--- src/design/hotswap_protect_sense_cfg_regs.svh ---
// Command codes, field positions and reset values of the protection config group
`ifndef HOTSWAP_PROTECT_SENSE_CFG_REGS_SVH
`define HOTSWAP_PROTECT_SENSE_CFG_REGS_SVH
`define CMD_INPUT_VOLTAGE_SENSE_SCALE 8'he4
`define CMD_TEMPERATURE_SENSE_TRIM 8'he5
`define CMD_PROTECTION_ENABLE_CONFIG 8'he6
`define SCALE_FIELD_MASK 16'h07ff
`define PROTECT_WRITABLE_MASK 16'h55ab
`define SCALE_RESET 11'h000
`define TRIM_RESET 16'h0000
`define PROTECT_RESET 16'h0000
`define SCALE_NUMERATOR 16'h1400
`define TEMP_VOLT_MULT 16'h0140
`define TEMP_GAIN_SHIFT 8
`define BIT_CTRL_OTP 14
`define BIT_ASSERT_HOLD 12
`define BIT_MAX_SS 10
`define BIT_RECORD 8
`define BIT_FAULT_KIND 7
`define BIT_TOTAL_OC 5
`define BIT_FOLLOWER_WATCH 3
`define BIT_SENSED_OT 1
`define BIT_VIN_PROT 0
`endif

--- src/design/protect_cfg_pkg.sv ---
// Types shared by the protection configuration block
package protect_cfg_pkg;
    typedef logic [7:0] cmd_code_t;
    typedef logic [15:0] word_t;
    typedef struct packed {
        logic ctrl_otp;
        logic max_ss;
        logic total_oc;
        logic follower_fault;
        logic sensed_ot;
        logic vin_prot;
    } raw_fault_s;
endpackage : protect_cfg_pkg

--- src/design/temp_calc_if.sv ---
// Carries the temperature conversion inputs and result
`timescale 1ns/1ns
interface temp_calc_if;
    logic [11:0] sense_code;
    logic [15:0] trim;
    logic signed [23:0] temp_c;
    modport calc (input sense_code, input trim, output temp_c);
    modport user (output sense_code, output trim, input temp_c);
endinterface : temp_calc_if

--- src/design/temp_calc.sv ---
// Converts the sensed temperature voltage into degrees using the trim word
`timescale 1ns/1ns
`include "hotswap_protect_sense_cfg_regs.svh"
module temp_calc (
    input wire logic core_clk,
    input wire logic srst,
    temp_calc_if.calc tc
);
    import protect_cfg_pkg::*;
    logic signed [23:0] nxt_temp;
    logic signed [15:0] scaled;
    always_comb begin
        // sense_code is volts in 1/4096 V steps, so volts*320 = code*320/4096
        // Product needs 21 bits, so widen before multiplying
        scaled = 16'(($signed(32'({4'h0, tc.sense_code})) * $signed(32'(`TEMP_VOLT_MULT))) >>> 12)
            + 16'($signed(tc.trim[15:8]));
        nxt_temp = 24'((32'(scaled) * $signed({24'h000000, tc.trim[7:0]})) >>> `TEMP_GAIN_SHIFT);
    end
    always_ff @(posedge core_clk) begin
        if (srst) begin
            tc.temp_c <= '0;
        end else begin
            tc.temp_c <= nxt_temp;
        end
    end
    temp_div_a: assert property (@(posedge core_clk) disable iff (srst)
        1 |=> tc.temp_c == $past(nxt_temp)) else $error("temperature result lags");
endmodule : temp_calc

--- src/design/hotswap_protect_sense_cfg.sv ---
// Configuration register group for sense scale, temperature trim and protection enables
`timescale 1ns/1ns
`include "hotswap_protect_sense_cfg_regs.svh"
module hotswap_protect_sense_cfg (
    input wire logic core_clk,
    input wire logic srst,
    input wire logic cmd_wr,
    input wire logic cmd_rd,
    input wire protect_cfg_pkg::cmd_code_t cmd_code,
    input wire protect_cfg_pkg::word_t cmd_wdata,
    output protect_cfg_pkg::word_t cmd_rdata,
    output logic cmd_ack,
    output logic cmd_invalid,
    input wire logic [11:0] temp_sense_voltage,
    output logic signed [23:0] temp_reading,
    input wire protect_cfg_pkg::raw_fault_s fault_raw,
    input wire logic nvm_record_busy,
    input wire logic fault_event,
    output logic nvm_record_req,
    output protect_cfg_pkg::raw_fault_s fault_assert,
    input wire logic fault_ok_line,
    input wire logic fault_kind_pin,
    output logic follower_fault_status,
    output logic fault_kind_latched,
    output logic [10:0] input_voltage_sense_scale
);
    import protect_cfg_pkg::*;
    word_t trim_ff;
    word_t protect_ff;
    logic [10:0] scale_ff;
    word_t nxt_rdata;
    logic hit;
    raw_fault_s gated;
    temp_calc_if tci ();

    // Write path; masks drop reserved bits so they never store
    always_ff @(posedge core_clk) begin
        if (srst) begin
            scale_ff <= `SCALE_RESET;
            trim_ff <= `TRIM_RESET;
            protect_ff <= `PROTECT_RESET;
        end else if (cmd_wr) begin
            if (cmd_code == `CMD_INPUT_VOLTAGE_SENSE_SCALE)
                scale_ff <= 11'(cmd_wdata & `SCALE_FIELD_MASK);
            if (cmd_code == `CMD_TEMPERATURE_SENSE_TRIM)
                trim_ff <= cmd_wdata;
            if (cmd_code == `CMD_PROTECTION_ENABLE_CONFIG)
                protect_ff <= cmd_wdata & `PROTECT_WRITABLE_MASK;
        end
    end

    always_comb begin
        hit = 1'b1;
        unique case (cmd_code)
            `CMD_INPUT_VOLTAGE_SENSE_SCALE: nxt_rdata = {5'h00, scale_ff};
            `CMD_TEMPERATURE_SENSE_TRIM: nxt_rdata = trim_ff;
            `CMD_PROTECTION_ENABLE_CONFIG: nxt_rdata = protect_ff;
            default: begin
                nxt_rdata = 16'h0000;
                hit = 1'b0;
            end
        endcase
    end

    // Read data registered so it holds steady for the serial shifter
    always_ff @(posedge core_clk) begin
        if (srst) begin
            cmd_rdata <= 16'h0000;
            cmd_ack <= 1'b0;
            cmd_invalid <= 1'b0;
        end else begin
            cmd_rdata <= cmd_rd ? nxt_rdata : cmd_rdata;
            cmd_ack <= (cmd_rd | cmd_wr) & hit;
            cmd_invalid <= (cmd_rd | cmd_wr) & ~hit;
        end
    end

    assign input_voltage_sense_scale = scale_ff;

    assign tci.sense_code = temp_sense_voltage;
    assign tci.trim = trim_ff;
    assign temp_reading = tci.temp_c;
    temp_calc u_temp_calc (
        .core_clk(core_clk),
        .srst(srst),
        .tc(tci)
    );

    // Hold-off, when enabled, blocks every fault_assert bit while the record is being written
    logic hold_off;
    assign hold_off = protect_ff[`BIT_ASSERT_HOLD] & nvm_record_busy;
    always_comb begin
        gated.ctrl_otp = fault_raw.ctrl_otp & protect_ff[`BIT_CTRL_OTP];
        gated.max_ss = fault_raw.max_ss & protect_ff[`BIT_MAX_SS];
        gated.total_oc = fault_raw.total_oc & protect_ff[`BIT_TOTAL_OC];
        gated.follower_fault = ~fault_ok_line & protect_ff[`BIT_FOLLOWER_WATCH];
        gated.sensed_ot = fault_raw.sensed_ot & protect_ff[`BIT_SENSED_OT];
        gated.vin_prot = fault_raw.vin_prot & protect_ff[`BIT_VIN_PROT];
    end

    always_ff @(posedge core_clk) begin
        if (srst) begin
            fault_assert <= '0;
        end else begin
            fault_assert <= hold_off ? '0 : gated;
        end
    end

    // Follower status is sticky until the watch is disabled
    always_ff @(posedge core_clk) begin
        if (srst) begin
            follower_fault_status <= 1'b0;
        end else if (gated.follower_fault) begin
            follower_fault_status <= 1'b1;
        end else if (!protect_ff[`BIT_FOLLOWER_WATCH]) begin
            follower_fault_status <= 1'b0;
        end
    end

    always_ff @(posedge core_clk) begin
        if (srst) begin
            fault_kind_latched <= 1'b0;
        end else if (protect_ff[`BIT_FAULT_KIND] & gated.follower_fault) begin
            fault_kind_latched <= fault_kind_pin;
        end
    end

    always_ff @(posedge core_clk) begin
        if (srst) begin
            nvm_record_req <= 1'b0;
        end else begin
            nvm_record_req <= fault_event & protect_ff[`BIT_RECORD];
        end
    end

    scale_zero_a: assert property (@(posedge core_clk) disable iff (srst)
        cmd_ack |-> cmd_rdata[15:11] == 5'h00 || $past(cmd_code) != `CMD_INPUT_VOLTAGE_SENSE_SCALE)
        else $error("scale high bits nonzero");
    cfg_top_zero_a: assert property (@(posedge core_clk) disable iff (srst)
        protect_ff[15] == 1'b0) else $error("config bit 15 stored");
    scale_store_a: assert property (@(posedge core_clk) disable iff (srst)
        cmd_wr && cmd_code == `CMD_INPUT_VOLTAGE_SENSE_SCALE |=> input_voltage_sense_scale == $past(cmd_wdata[10:0]))
        else $error("scale not stored");
    ctrl_otp_gate_a: assert property (@(posedge core_clk) disable iff (srst)
        fault_raw.ctrl_otp && !protect_ff[`BIT_CTRL_OTP] |=> !fault_assert.ctrl_otp)
        else $error("controller otp not gated");
    hold_off_a: assert property (@(posedge core_clk) disable iff (srst)
        hold_off |=> fault_assert == '0) else $error("protection during record");
    max_ss_a: assert property (@(posedge core_clk) disable iff (srst)
        fault_raw.max_ss && protect_ff[`BIT_MAX_SS] && !hold_off |=> fault_assert.max_ss)
        else $error("soft-start fault missing");
    record_req_a: assert property (@(posedge core_clk) disable iff (srst)
        nvm_record_req |-> $past(fault_event) && $past(protect_ff[`BIT_RECORD]))
        else $error("record without enable");
    kind_hold_a: assert property (@(posedge core_clk) disable iff (srst)
        !protect_ff[`BIT_FAULT_KIND] |=> $stable(fault_kind_latched))
        else $error("fault kind moved while off");
    total_oc_a: assert property (@(posedge core_clk) disable iff (srst)
        fault_raw.total_oc && protect_ff[`BIT_TOTAL_OC] && !hold_off |=> fault_assert.total_oc)
        else $error("total oc missing");
    follower_a: assert property (@(posedge core_clk) disable iff (srst)
        !fault_ok_line && protect_ff[`BIT_FOLLOWER_WATCH] |=> follower_fault_status)
        else $error("follower fault missed");
    sensed_ot_a: assert property (@(posedge core_clk) disable iff (srst)
        fault_assert.sensed_ot |-> $past(protect_ff[`BIT_SENSED_OT]))
        else $error("sensed ot not gated");
    vin_prot_a: assert property (@(posedge core_clk) disable iff (srst)
        fault_assert.vin_prot |-> $past(protect_ff[`BIT_VIN_PROT]) && $past(fault_raw.vin_prot))
        else $error("vin protection not gated");
endmodule : hotswap_protect_sense_cfg

--- config.mk ---
export PLATFORM = sky130hd
export DESIGN_NAME = hotswap_protect_sense_cfg
export DESIGN_NICKNAME = d
export VERILOG_FILES = /design/src/design/protect_cfg_pkg.sv /design/src/design/temp_calc_if.sv /design/src/design/temp_calc.sv /design/src/design/hotswap_protect_sense_cfg.sv
export VERILOG_INCLUDE_DIRS = /design/src /design/src/design
export SDC_FILE = /design/constraint.sdc
export NUM_CORES = 1
export LEC_CHECK = 0
export BUFFER_PORTS_ARGS = -buffer_cell sky130_fd_sc_hd__buf_4
export CAP_MARGIN = 40
export CORE_UTILIZATION = 30
export CTS_BUF_LIST = sky130_fd_sc_hd__clkbuf_2 sky130_fd_sc_hd__clkbuf_4 sky130_fd_sc_hd__clkbuf_8
export DETAILED_ROUTE_END_ITERATION = 7
export PLACE_DENSITY = 0.5
export SETUP_SLACK_MARGIN = 0.4
export SYNTH_ARGS = -nofsm -noshare
export SYNTH_HDL_FRONTEND = slang
export SYNTH_SLANG_ARGS = --single-unit
--- constraint.sdc ---
create_clock -name core_clk -period 9.9 [get_ports core_clk]
set_clock_uncertainty 0.2 [all_clocks]
set_input_delay 0.495 -clock core_clk [delete_from_list [all_inputs] [get_ports core_clk]]
set_output_delay 0.495 -clock core_clk [all_outputs]
set_load 0.05 [all_outputs]
Word level (Yosys, flattened, before mapping) --
Index checks and enable logic that the tools add are counted.
Cells by class: $add $sub $neg 1, $mul 2, equal/unequal tests 4, multiplexer cells 4, bitwise gates (word level) 14, reductions and logical operators 5
Operators by type and width (count):
- $pmux W16 S3 | 1
- $mul A16 B9 Y25 | 1
- $eq A8 B8 Y1 const B | 3
- $mul A12 B3 Y15 const B | 1
- $add A10 B8 Y11 | 1
- $and A1 B1 Y1 | 11
- $reduce_and A2 Y1 | 3
- $mux W1 | 3
- $reduce_or A3 Y1 | 1
- $ne A2 B1 Y1 const B | 1
- $not A1 Y1 | 2
- $reduce_or A2 Y1 | 1
- $or A1 B1 Y1 | 1
Word-level totals: bits in registers 87, input bits 50, output and inout bits 62, word-level logic and storage cells 46

Longest topological paths before layout --
Gate-level depths: netlist (run 1).
depth after elaboration 5, depth in mapped cells 29, depth with buffers taken out 29

Cells and area by module --
From an unflattened synthesis (run 1), not the netlist that was laid out.
Second synthesis, totals: cell total of the unflattened synthesis 845, area total of the unflattened synthesis 7567.3 um2
Modules (own cells, without submodules):
- temp_calc | times used 1, cells each 580, area each 4843.4 um2, seq. area each 240.2 um2
- hotswap_protect_sense_cfg | times used 1, cells each 265, area each 2723.9 um2, seq. area each 1261.2 um2

Least setup slack after synthesis (run 1) --
OpenSTA, ideal clock, no wires.
path kind in2reg, start in temp_sense_voltage[3], end reg u_temp_calc.tc.temp_c[10], library setup time 0.123 ns, arrival 7.316 ns, data required time 9.577 ns, setup slack 2.261 ns, stages on the path 28, path buffers 0, cell sequence ha_1 > ha_1 > nor3_1 > a211oi_1 > a211oi_1 > inv_1 > a21oi_1 > xnor2_1 > ha_1 > o21ai_0 > a21oi_1 > a31oi_1 > xnor2_1 > nand2_1 > fa_1 > inv_1 > fa_1 > fa_1 > inv_1 > fa_1 > inv_1 > ha_1 > a21o_1 > a21o_1 > a221oi_4 > o21ai_4 > a31oi_1 > mux2_1
Between the ends: longest elaborated chain between the ends 3
RTL lines:
- start, declared | line hotswap_protect_sense_cfg.sv:14 | input wire logic [11:0] temp_sense_voltage,
- $mul A12 B3 Y15 | line temp_calc.sv:15 | scaled = 16'(($signed(32'({4'h0, tc.sense_code})) * $signed(32'(`TEMP_VOLT_MULT))) >>> 12)
- $add A10 B8 Y11 | line temp_calc.sv:15
- $mul A16 B9 Y25 | line temp_calc.sv:17 | nxt_temp = 24'((32'(scaled) * $signed({24'h000000, tc.trim[7:0]})) >>> `TEMP_GAIN_SHIFT);
- end signal, assigned | line temp_calc.sv:23 | tc.temp_c <= nxt_temp;
- end, declared | line temp_calc_if.sv:7 | modport calc (input sense_code, input trim, output temp_c);
No other way between the ends. A chain may end at the register's enable or synchronous reset.

Worst setup path in the final report (run 1) --
Same ends and word-level chain as after synthesis.

==> results.md, run 1 <==
- Layout area overhead: 18.2%
- Number of filler cells placed in the layout: 2,375
- Total grt overflow: 0
- Total die area: 24,300 um^2
- CTS Root Cell: sky130_fd_sc_hd__clkbuf_8
- Dominant cell type by area after synthesis: sky130_fd_sc_hd__dfxtp_1
- Postcts setup bufs: 0
- Syn avg cell area: 8.83 um^2
- CTS buffer count: 9
- Number of design rule violations left after detail routing: 0
- Count of warnings emitted by yosys: 0
- CTS max path bufs: 2
- Worst setup EP type: register
- Top-level I/O count: 112
- Final number of hold-violating endpoints: 0
- Pre-CTS worst setup slack: 1.09 ns
- Number of distinct standard cells referenced by the synthesized netlist: 51
- Port-buffer cells: 110
- Number of DRC violations after detailed-routing iteration 0: 257
- Number of pins exceeding their max-slew limit in the final report: 0
- Clock tree from TritonCTS: yes
- DR vias/cell: 4.56
- Clock slew seen by the registers of the worst setup and hold paths: 0.12 ns
- Final worst-path cycle share: 84.6%
- Vias in the first global route: 5,431
- Reported max-cap violation count: 0
- Number of standard-cell rows in the floorplan: 55
- Tot GR Track Use: 14.5%
- Post-Syn Instances: 805
- Unrepaired setup endpoints after global routing: no
- Max Clock Freq: 119 MHz
- Initial DRT Pass Iterations: 4
- Hold bufs inserted after CTS: 0
- Least-Margin Pin Slew: 0.770 ns
- WS Path Type: primary input to register
- Path category of the worst min-delay check: primary input to register
- Portion of synthesized cell area occupied by the leading cell type: 22.5%
- Run status: complete, no violations
- Kind of start point of the critical path: primary input
- CTS H-tree depth: 3
- Routed Antenna Nets: 0
- # clock sinks: 80
- Initial Utilization: 31.0%
- Post-detail-place hpwl: 13.4 mm
- Vias after detailed routing: 5,522
- Number of register bits inferred by synthesis: 80
- FFs w/ async S/R, synth: 0%
- Worst stage delay on the critical path: 0.63 ns
- Gp weighted congestion: 0.777
- Tmin final: 8.37 ns
- Maximum number of pins on one net before global-route repair: 66
- Largest vdd supply drop: 0.0825 mV
- Setup ws final: 1.53 ns
- Post-synthesis sequential area ratio: 22.5%
- Relative slew margins: 48.3%
- Wire length of the first global-routing pass: 27.8 mm
- Floorplan core area: 22,900 um^2
- Final number of setup-violating endpoints: 0
- Crit Path Max Fanout: 10
- Leading post-synthesis cells by cell area: sky130_fd_sc_hd__dfxtp_1 23%, sky130_fd_sc_hd__fa_1 19%, sky130_fd_sc_hd__ha_1 13%
- Static Leak: 4.03 nW
- CP max stage cell: sky130_fd_sc_hd__xnor2_1
- # nets final: 1,084
- Setup TNS: 0 ns
- PD cells: 86.8 nW/um^2
- PostCTS Resize Cnt: 0
- Count of flip-flops with a built-in enable after synthesis: 0
- Most used DFF post-synth: sky130_fd_sc_hd__dfxtp_1
- Synth Cell Area: 7110 um^2
- Average wire length per cell after detail routing: 14.0 um
- Total Wirelength: 16.9 mm
- Synthesized net count: 997
- Number of antenna violations at the first check in global routing: 0
- Req. time, crit path: 9.96 ns
- Width of the die: 156 um
- Clk Latency, worst-skew pair: 0.38 ns
- Signal arrival time at the worst endpoint: 8.43 ns
- Floorplan die height: 156 um
- # diodes: 0
- Fraction of layout instances using a drive strength above 1: 16.2%
## where the power goes
part | internal [mW] | total [mW] | switching, mW
clock network | 0.148 | 0.298 | 0.150
logic | 0.0432 | 0.109 | 0.0657
registers | 0.322 | 0.322 | 0.000387
total | 0.513 | 0.730 | 0.216
## synthesized netlist by cell type (all sizes together) (21+ instances only)
cell type	count
a21oi	56
xnor2	21
inv	101
nand2	83
ha	73
and2	43
fa	69
clkbuf	26
nor2	60
nand3	31
mux2i	28
dfxtp	80
## flip-flops by register name, summed over array words and instances (netlist names), 6 cells and up
name,flops
cmd_rdata,16
fault_assert,6
input_voltage_sense_scale,11
protect_ff,9
tci.trim,16
u_temp_calc.tc.temp_c,17
## stage by stage
stage | cells | hold slack, ns | total power, mW | cell area [um^2] | util, %
2_1_floorplan | 805 | 0.222 | 0.397 | 7110 | -
3_3_place_gp | 1194 | 0.257 | 0.441 | 8170 | 35.6
3_5_place_dp | 1194 | 0.264 | 0.440 | 8170 | 35.6
4_1_cts | 1210 | 0.111 | 0.745 | 8400 | 36.7
5_1_grt | 1210 | 0.134 | 0.768 | 8400 | 36.7
6_report | 1210 | 0.137 | 0.730 | 8400 | 36.7
## path summary, 6_finish.rpt
kind | startpoint | end | slack, ns | cells after the start
worst max-delay path | temp_sense_voltage[3] | u_temp_calc.tc.temp_c[10] | 1.53 | 29
worst min-delay path | fault_raw[0] | fault_assert[0] | 0.14 | 2
worst max register to register | tci.trim[8] | u_temp_calc.tc.temp_c[10] | 2.71 | 22
worst min register to register | protect_ff[8] | nvm_record_req | 0.25 | 2
## worst max-delay path, delay by kind of cell
kind / cells / cell delay, ns
buf+inv: 5 / 0.34
simple gates: 2 / 0.49
compound gates: 11 / 2.61
fa+ha+maj: 8 / 3.33
mux: 1 / 0.35
xor+xnor: 2 / 0.79
## layer usage
metal / track usage [%] / vias up / part of all wire (%)
li1: - / 2782 / -
met1: 20.3 / 2618 / 50
met2: 22.6 / 111 / 44
met3: 3.17 / 11 / 4.5
met4: 3.27 / 0 / 0.96
met5: 0 / - / 0
## final cells by class
class / instances / area (um^2) / area share, %
Multi-Input combinational cell: 587 / 4950 / 58.9
Sequential cell: 80 / 1600 / 19.1
Timing Repair Buffer: 113 / 848 / 10.1
Tap cell: 313 / 392 / 4.66
Inverter: 101 / 379 / 4.51
Clock buffer: 9 / 124 / 1.47
Clock inverter: 7 / 109 / 1.30
## kinds of logic after synthesis
group,Yosys count,share of synthesized area [%]
xor gates and xnor gates,30,3.80
adders and majority gates,142,32.3
AOI/OAI and AO/OA,108,9.58
buffers and inverters,138,7.91
muxes,36,5.21
and+or+nand+nor,271,18.7
DFF,80,22.5
## layout by cell type (no fill, tap or decap), types with 14 or more instances in the layout
cell / n
sky130_fd_sc_hd__a21oi_1: 55
sky130_fd_sc_hd__and2_1: 43
sky130_fd_sc_hd__buf_4: 113
sky130_fd_sc_hd__dfxtp_1: 80
sky130_fd_sc_hd__fa_1: 69
sky130_fd_sc_hd__ha_1: 73
sky130_fd_sc_hd__inv_1: 101
sky130_fd_sc_hd__mux2i_1: 28
sky130_fd_sc_hd__nand2_1: 83
sky130_fd_sc_hd__nand3_1: 31
sky130_fd_sc_hd__nor2_1: 60
sky130_fd_sc_hd__nor2b_1: 14
sky130_fd_sc_hd__o21ai_0: 14
sky130_fd_sc_hd__xnor2_1: 20
No activity file was read; power rests on OpenSTA's default activity.
==> inputs of run 2 (changes only) <==
--- a/config.mk
+++ b/config.mk
@@ -6,12 +6,13 @@
 export SDC_FILE = /design/constraint.sdc
 export NUM_CORES = 1
 export LEC_CHECK = 0
+export ABC_AREA = 1
 export BUFFER_PORTS_ARGS = -buffer_cell sky130_fd_sc_hd__buf_4
 export CAP_MARGIN = 40
 export CORE_UTILIZATION = 30
 export CTS_BUF_LIST = sky130_fd_sc_hd__clkbuf_2 sky130_fd_sc_hd__clkbuf_4 sky130_fd_sc_hd__clkbuf_8
 export DETAILED_ROUTE_END_ITERATION = 7
-export PLACE_DENSITY = 0.5
+export PLACE_DENSITY = 0.49
 export SETUP_SLACK_MARGIN = 0.4
 export SYNTH_ARGS = -nofsm -noshare
 export SYNTH_HDL_FRONTEND = slang
==> constraint.sdc (replaced) <==
create_clock -name core_clk -period 7.9 [get_ports core_clk]
set_clock_uncertainty 0.2 [all_clocks]
set_input_delay 0.395 -clock core_clk [delete_from_list [all_inputs] [get_ports core_clk]]
set_output_delay 0.395 -clock core_clk [all_outputs]
set_load 0.05 [all_outputs]
==> results.md, run 2 <==
- Run status: complete, no violations
- Total grt overflow: 0
- Number of flip-flops in the largest register: 17
- Maximum number of pins on one net before global-route repair: 46
- Number of filler cells placed in the layout: 2,614
- # diodes: 0
- Port-buffer cells: 110
- Total die area: 25,400 um^2
- Most frequent standard cell in the layout excluding fill and tap cells: sky130_fd_sc_hd__nand2_1
- Top-level I/O count: 112
- Dominant cell type by area after synthesis: sky130_fd_sc_hd__dfxtp_1
- Number of cells in the finished layout apart from fillers: 1,421
- DR vias/cell: 4.46
- Gp weighted congestion: 0.868
- Ranking of synthesized cells by instance count: 213 x sky130_fd_sc_hd__nand2_1, 171 x sky130_fd_sc_hd__inv_1, 100 x sky130_fd_sc_hd__a21oi_1
- Layout area overhead: 17.5%
- Cell depth of the worst flop-to-flop path: 28
- Post-synthesis simple-gate area fraction: 23.0%
- CTS buffer count: 9
- Synthesized net count: 1,189
- Arithmetic-cell share of the synthesized area counting full adders, half adders and majority gates: 30.9%
- PD cells: 101 nW/um^2
- Most frequent cell after synthesis: sky130_fd_sc_hd__nand2_1
- Hold path cells: 3
- Tmin final: 6.85 ns
- Reg-to-Reg End: u_temp_calc.tc.temp_c[22]
- Final standard cell area without fillers: 8730 um^2
- Combinational family with the most area after synthesis: adder cells
- Most used DFF post-synth: sky130_fd_sc_hd__dfxtp_1
- Number of register bits inferred by synthesis: 80
- Number of pins exceeding their max-slew limit in the final report: 0
- Clock slew seen by the registers of the worst setup and hold paths: 0.11 ns
- Floorplan die height: 159 um
- Initial Utilization: 30.5%
- Signal arrival time at the worst endpoint: 6.91 ns
- # clock sinks: 80
- Multiplexer share of the synthesized area: 0%
- Max Clock Freq: 146 MHz
- Least-Margin Pin Slew: 0.601 ns
- Floorplan core area: 24,300 um^2
- Reported max-cap violation count: 0
- Portion of synthesized cell area occupied by the leading cell type: 21.6%
- Req. time, crit path: 7.97 ns
- CP max stage cell: sky130_fd_sc_hd__fa_2
- Average wire length per cell after detail routing: 13.4 um
- Total Wirelength: 19.0 mm
- Number of antenna violations at the first check in global routing: 0
- Compound-gate portion of the synthesized area: 10.9%
- Count of warnings emitted by yosys: 0
- Setup TNS: 0 ns
- Kind of start point of the critical path: primary input
- Fraction of layout instances using a drive strength above 1: 15.5%
- FFs w/ async S/R, synth: 0%
- Unrepaired setup endpoints after global routing: no
- Clock tree from TritonCTS: yes
- Most flop-heavy register: u_temp_calc.tc.temp_c
- Worst setup EP type: register
- Post-Syn Instances: 997
- Startpoint of the most critical register-to-register path: tci.trim[8]
- Wire length of the first global-routing pass: 31.9 mm
- Startpoint of the tightest hold check path: fault_raw[1]
- Vias in the first global route: 6,454
- Final number of setup-violating endpoints: 0
- CP most frequent cell: sky130_fd_sc_hd__nand2_1
- CTS H-tree depth: 3
- Relative slew margins: 59.9%
- Seq. cell area: 1600 um^2
- Final worst-path cycle share: 86.6%
- Number of standard-cell rows in the floorplan: 57
- Vias after detailed routing: 6,333
- Count of flip-flops with a built-in enable after synthesis: 0
- Largest vdd supply drop: 0.0694 mV
- Width of the die: 159 um
- Initial DRT Pass Iterations: 4
- Number of design rule violations left after detail routing: 0
- Final number of hold-violating endpoints: 0
- Clk Latency, worst-skew pair: 0.38 ns
- Worst hold path endpoint: fault_assert[1]
- # nets final: 1,284
- Syn avg cell area: 7.45 um^2
- Leading post-synthesis cells by cell area: sky130_fd_sc_hd__dfxtp_1 22%, sky130_fd_sc_hd__fa_1 19%, sky130_fd_sc_hd__ha_1 12%
- Post-synthesis sequential area ratio: 21.6%
- Commonest cells after routing, fill and taps aside: 212 x sky130_fd_sc_hd__nand2_1, 170 x sky130_fd_sc_hd__inv_1, 115 x sky130_fd_sc_hd__buf_4
- Synth Cell Area: 7420 um^2
- Tot GR Track Use: 15.5%
- Multi-input gate area in the final layout: 4980 um^2
- CTS Root Cell: sky130_fd_sc_hd__clkbuf_8
- Crit Path Max Fanout: 6
- Placed cell areas: 8500 um^2
- Worst stage delay on the critical path: 0.61 ns
- CTS max path bufs: 2
- Static Leak: 4.30 nW
- Xor/xnor cell area share of the yosys netlist: 2.11%
- Number of distinct standard cells referenced by the synthesized netlist: 39
- Post-detail-place hpwl: 15.5 mm
- Worst reg-to-reg setup slack: 2.01 ns
- Post-placement cell count: 1,402
- WS Path Type: primary input to register
- Number of DRC violations after detailed-routing iteration 0: 222
- Path category of the worst min-delay check: primary input to register
- Total power: 0.885 mW
- Routed Antenna Nets: 0
-- run 2: cell families after synthesis --
family / Yosys count
simple gates: 397
buf+inv: 208
flops: 80
xor+xnor: 17
fa+ha+maj: 142
compound gates: 153
-- run 2: how the worst max path moves through the flow --
stage | slack, ns | depth (start not counted) | end | startpoint
after CTS | 0.79 | 40 | u_temp_calc.tc.temp_c[22] | temp_sense_voltage[3]
after floorplan | 1.22 | 37 | u_temp_calc.tc.temp_c[12] | temp_sense_voltage[3]
after detailed placement | 0.37 | 40 | u_temp_calc.tc.temp_c[22] | temp_sense_voltage[3]
after global placement | 0.45 | 40 | u_temp_calc.tc.temp_c[22] | temp_sense_voltage[3]
final | 1.05 | 40 | u_temp_calc.tc.temp_c[22] | temp_sense_voltage[3]
after global routing | 0.43 | 40 | u_temp_calc.tc.temp_c[22] | temp_sense_voltage[3]
-- run 2: repair_timing --
| action | in CTS | in global routing |
|---|---|---|
| hold endpoints to repair | 1 | 0 |
| setup buffers | 0 | 2 |
| endpoints found under the setup margin | 0 | 9 |
| gates resized for setup | 0 | 6 |
| hold buffers | 1 | 0 |
-- run 2: worst max-delay path: cells and delay by family --
family                     cells  cell delay, ns
adders and majority gates      8            3.49
and+or+nand+nor               23            2.05
buffers and inverters          6            0.56
AOI/OAI and AO/OA              2            0.30
xor gates and xnor gates       1            0.10
-- run 2: layout make-up --
cell class / instances / area share [%]
multi-input cells: 709 / 57.1
flip-flops and latches: 80 / 18.4
repair buffers: 117 / 10.2
inverters: 175 / 7.53
well taps: 324 / 4.65
clock buffers: 9 / 1.42
clock inverters: 7 / 0.774
-- run 2: metrics by stage --
step	worst slack [ns]	hold WS, ns	utilization, %
after global placement	0.453	0.240	34.9
after detailed placement	0.374	0.238	34.9
after floorplan	1.22	0.223	-
final	1.05	0.0229	35.9
after CTS	0.791	0.00738	35.8
after global routing	0.426	0.00594	35.9
-- run 2: where the power goes --
group / switching [mW] / total [mW] / internal (mW)
Clock: 0.193 / 0.318 / 0.124
Combinational: 0.106 / 0.163 / 0.0560
Sequential: 0.000590 / 0.404 / 0.404
Total: 0.300 / 0.885 / 0.584
-- run 2: layer usage --
metal | vias up | GRT usage [%] | routed length, um
li1 | 3312 | - | -
met4 | 0 | 2.84 | 174
met2 | 134 | 26.1 | 8610
met1 | 2875 | 20.5 | 9250
met3 | 12 | 3.44 | 930
met5 | - | 0 | 0
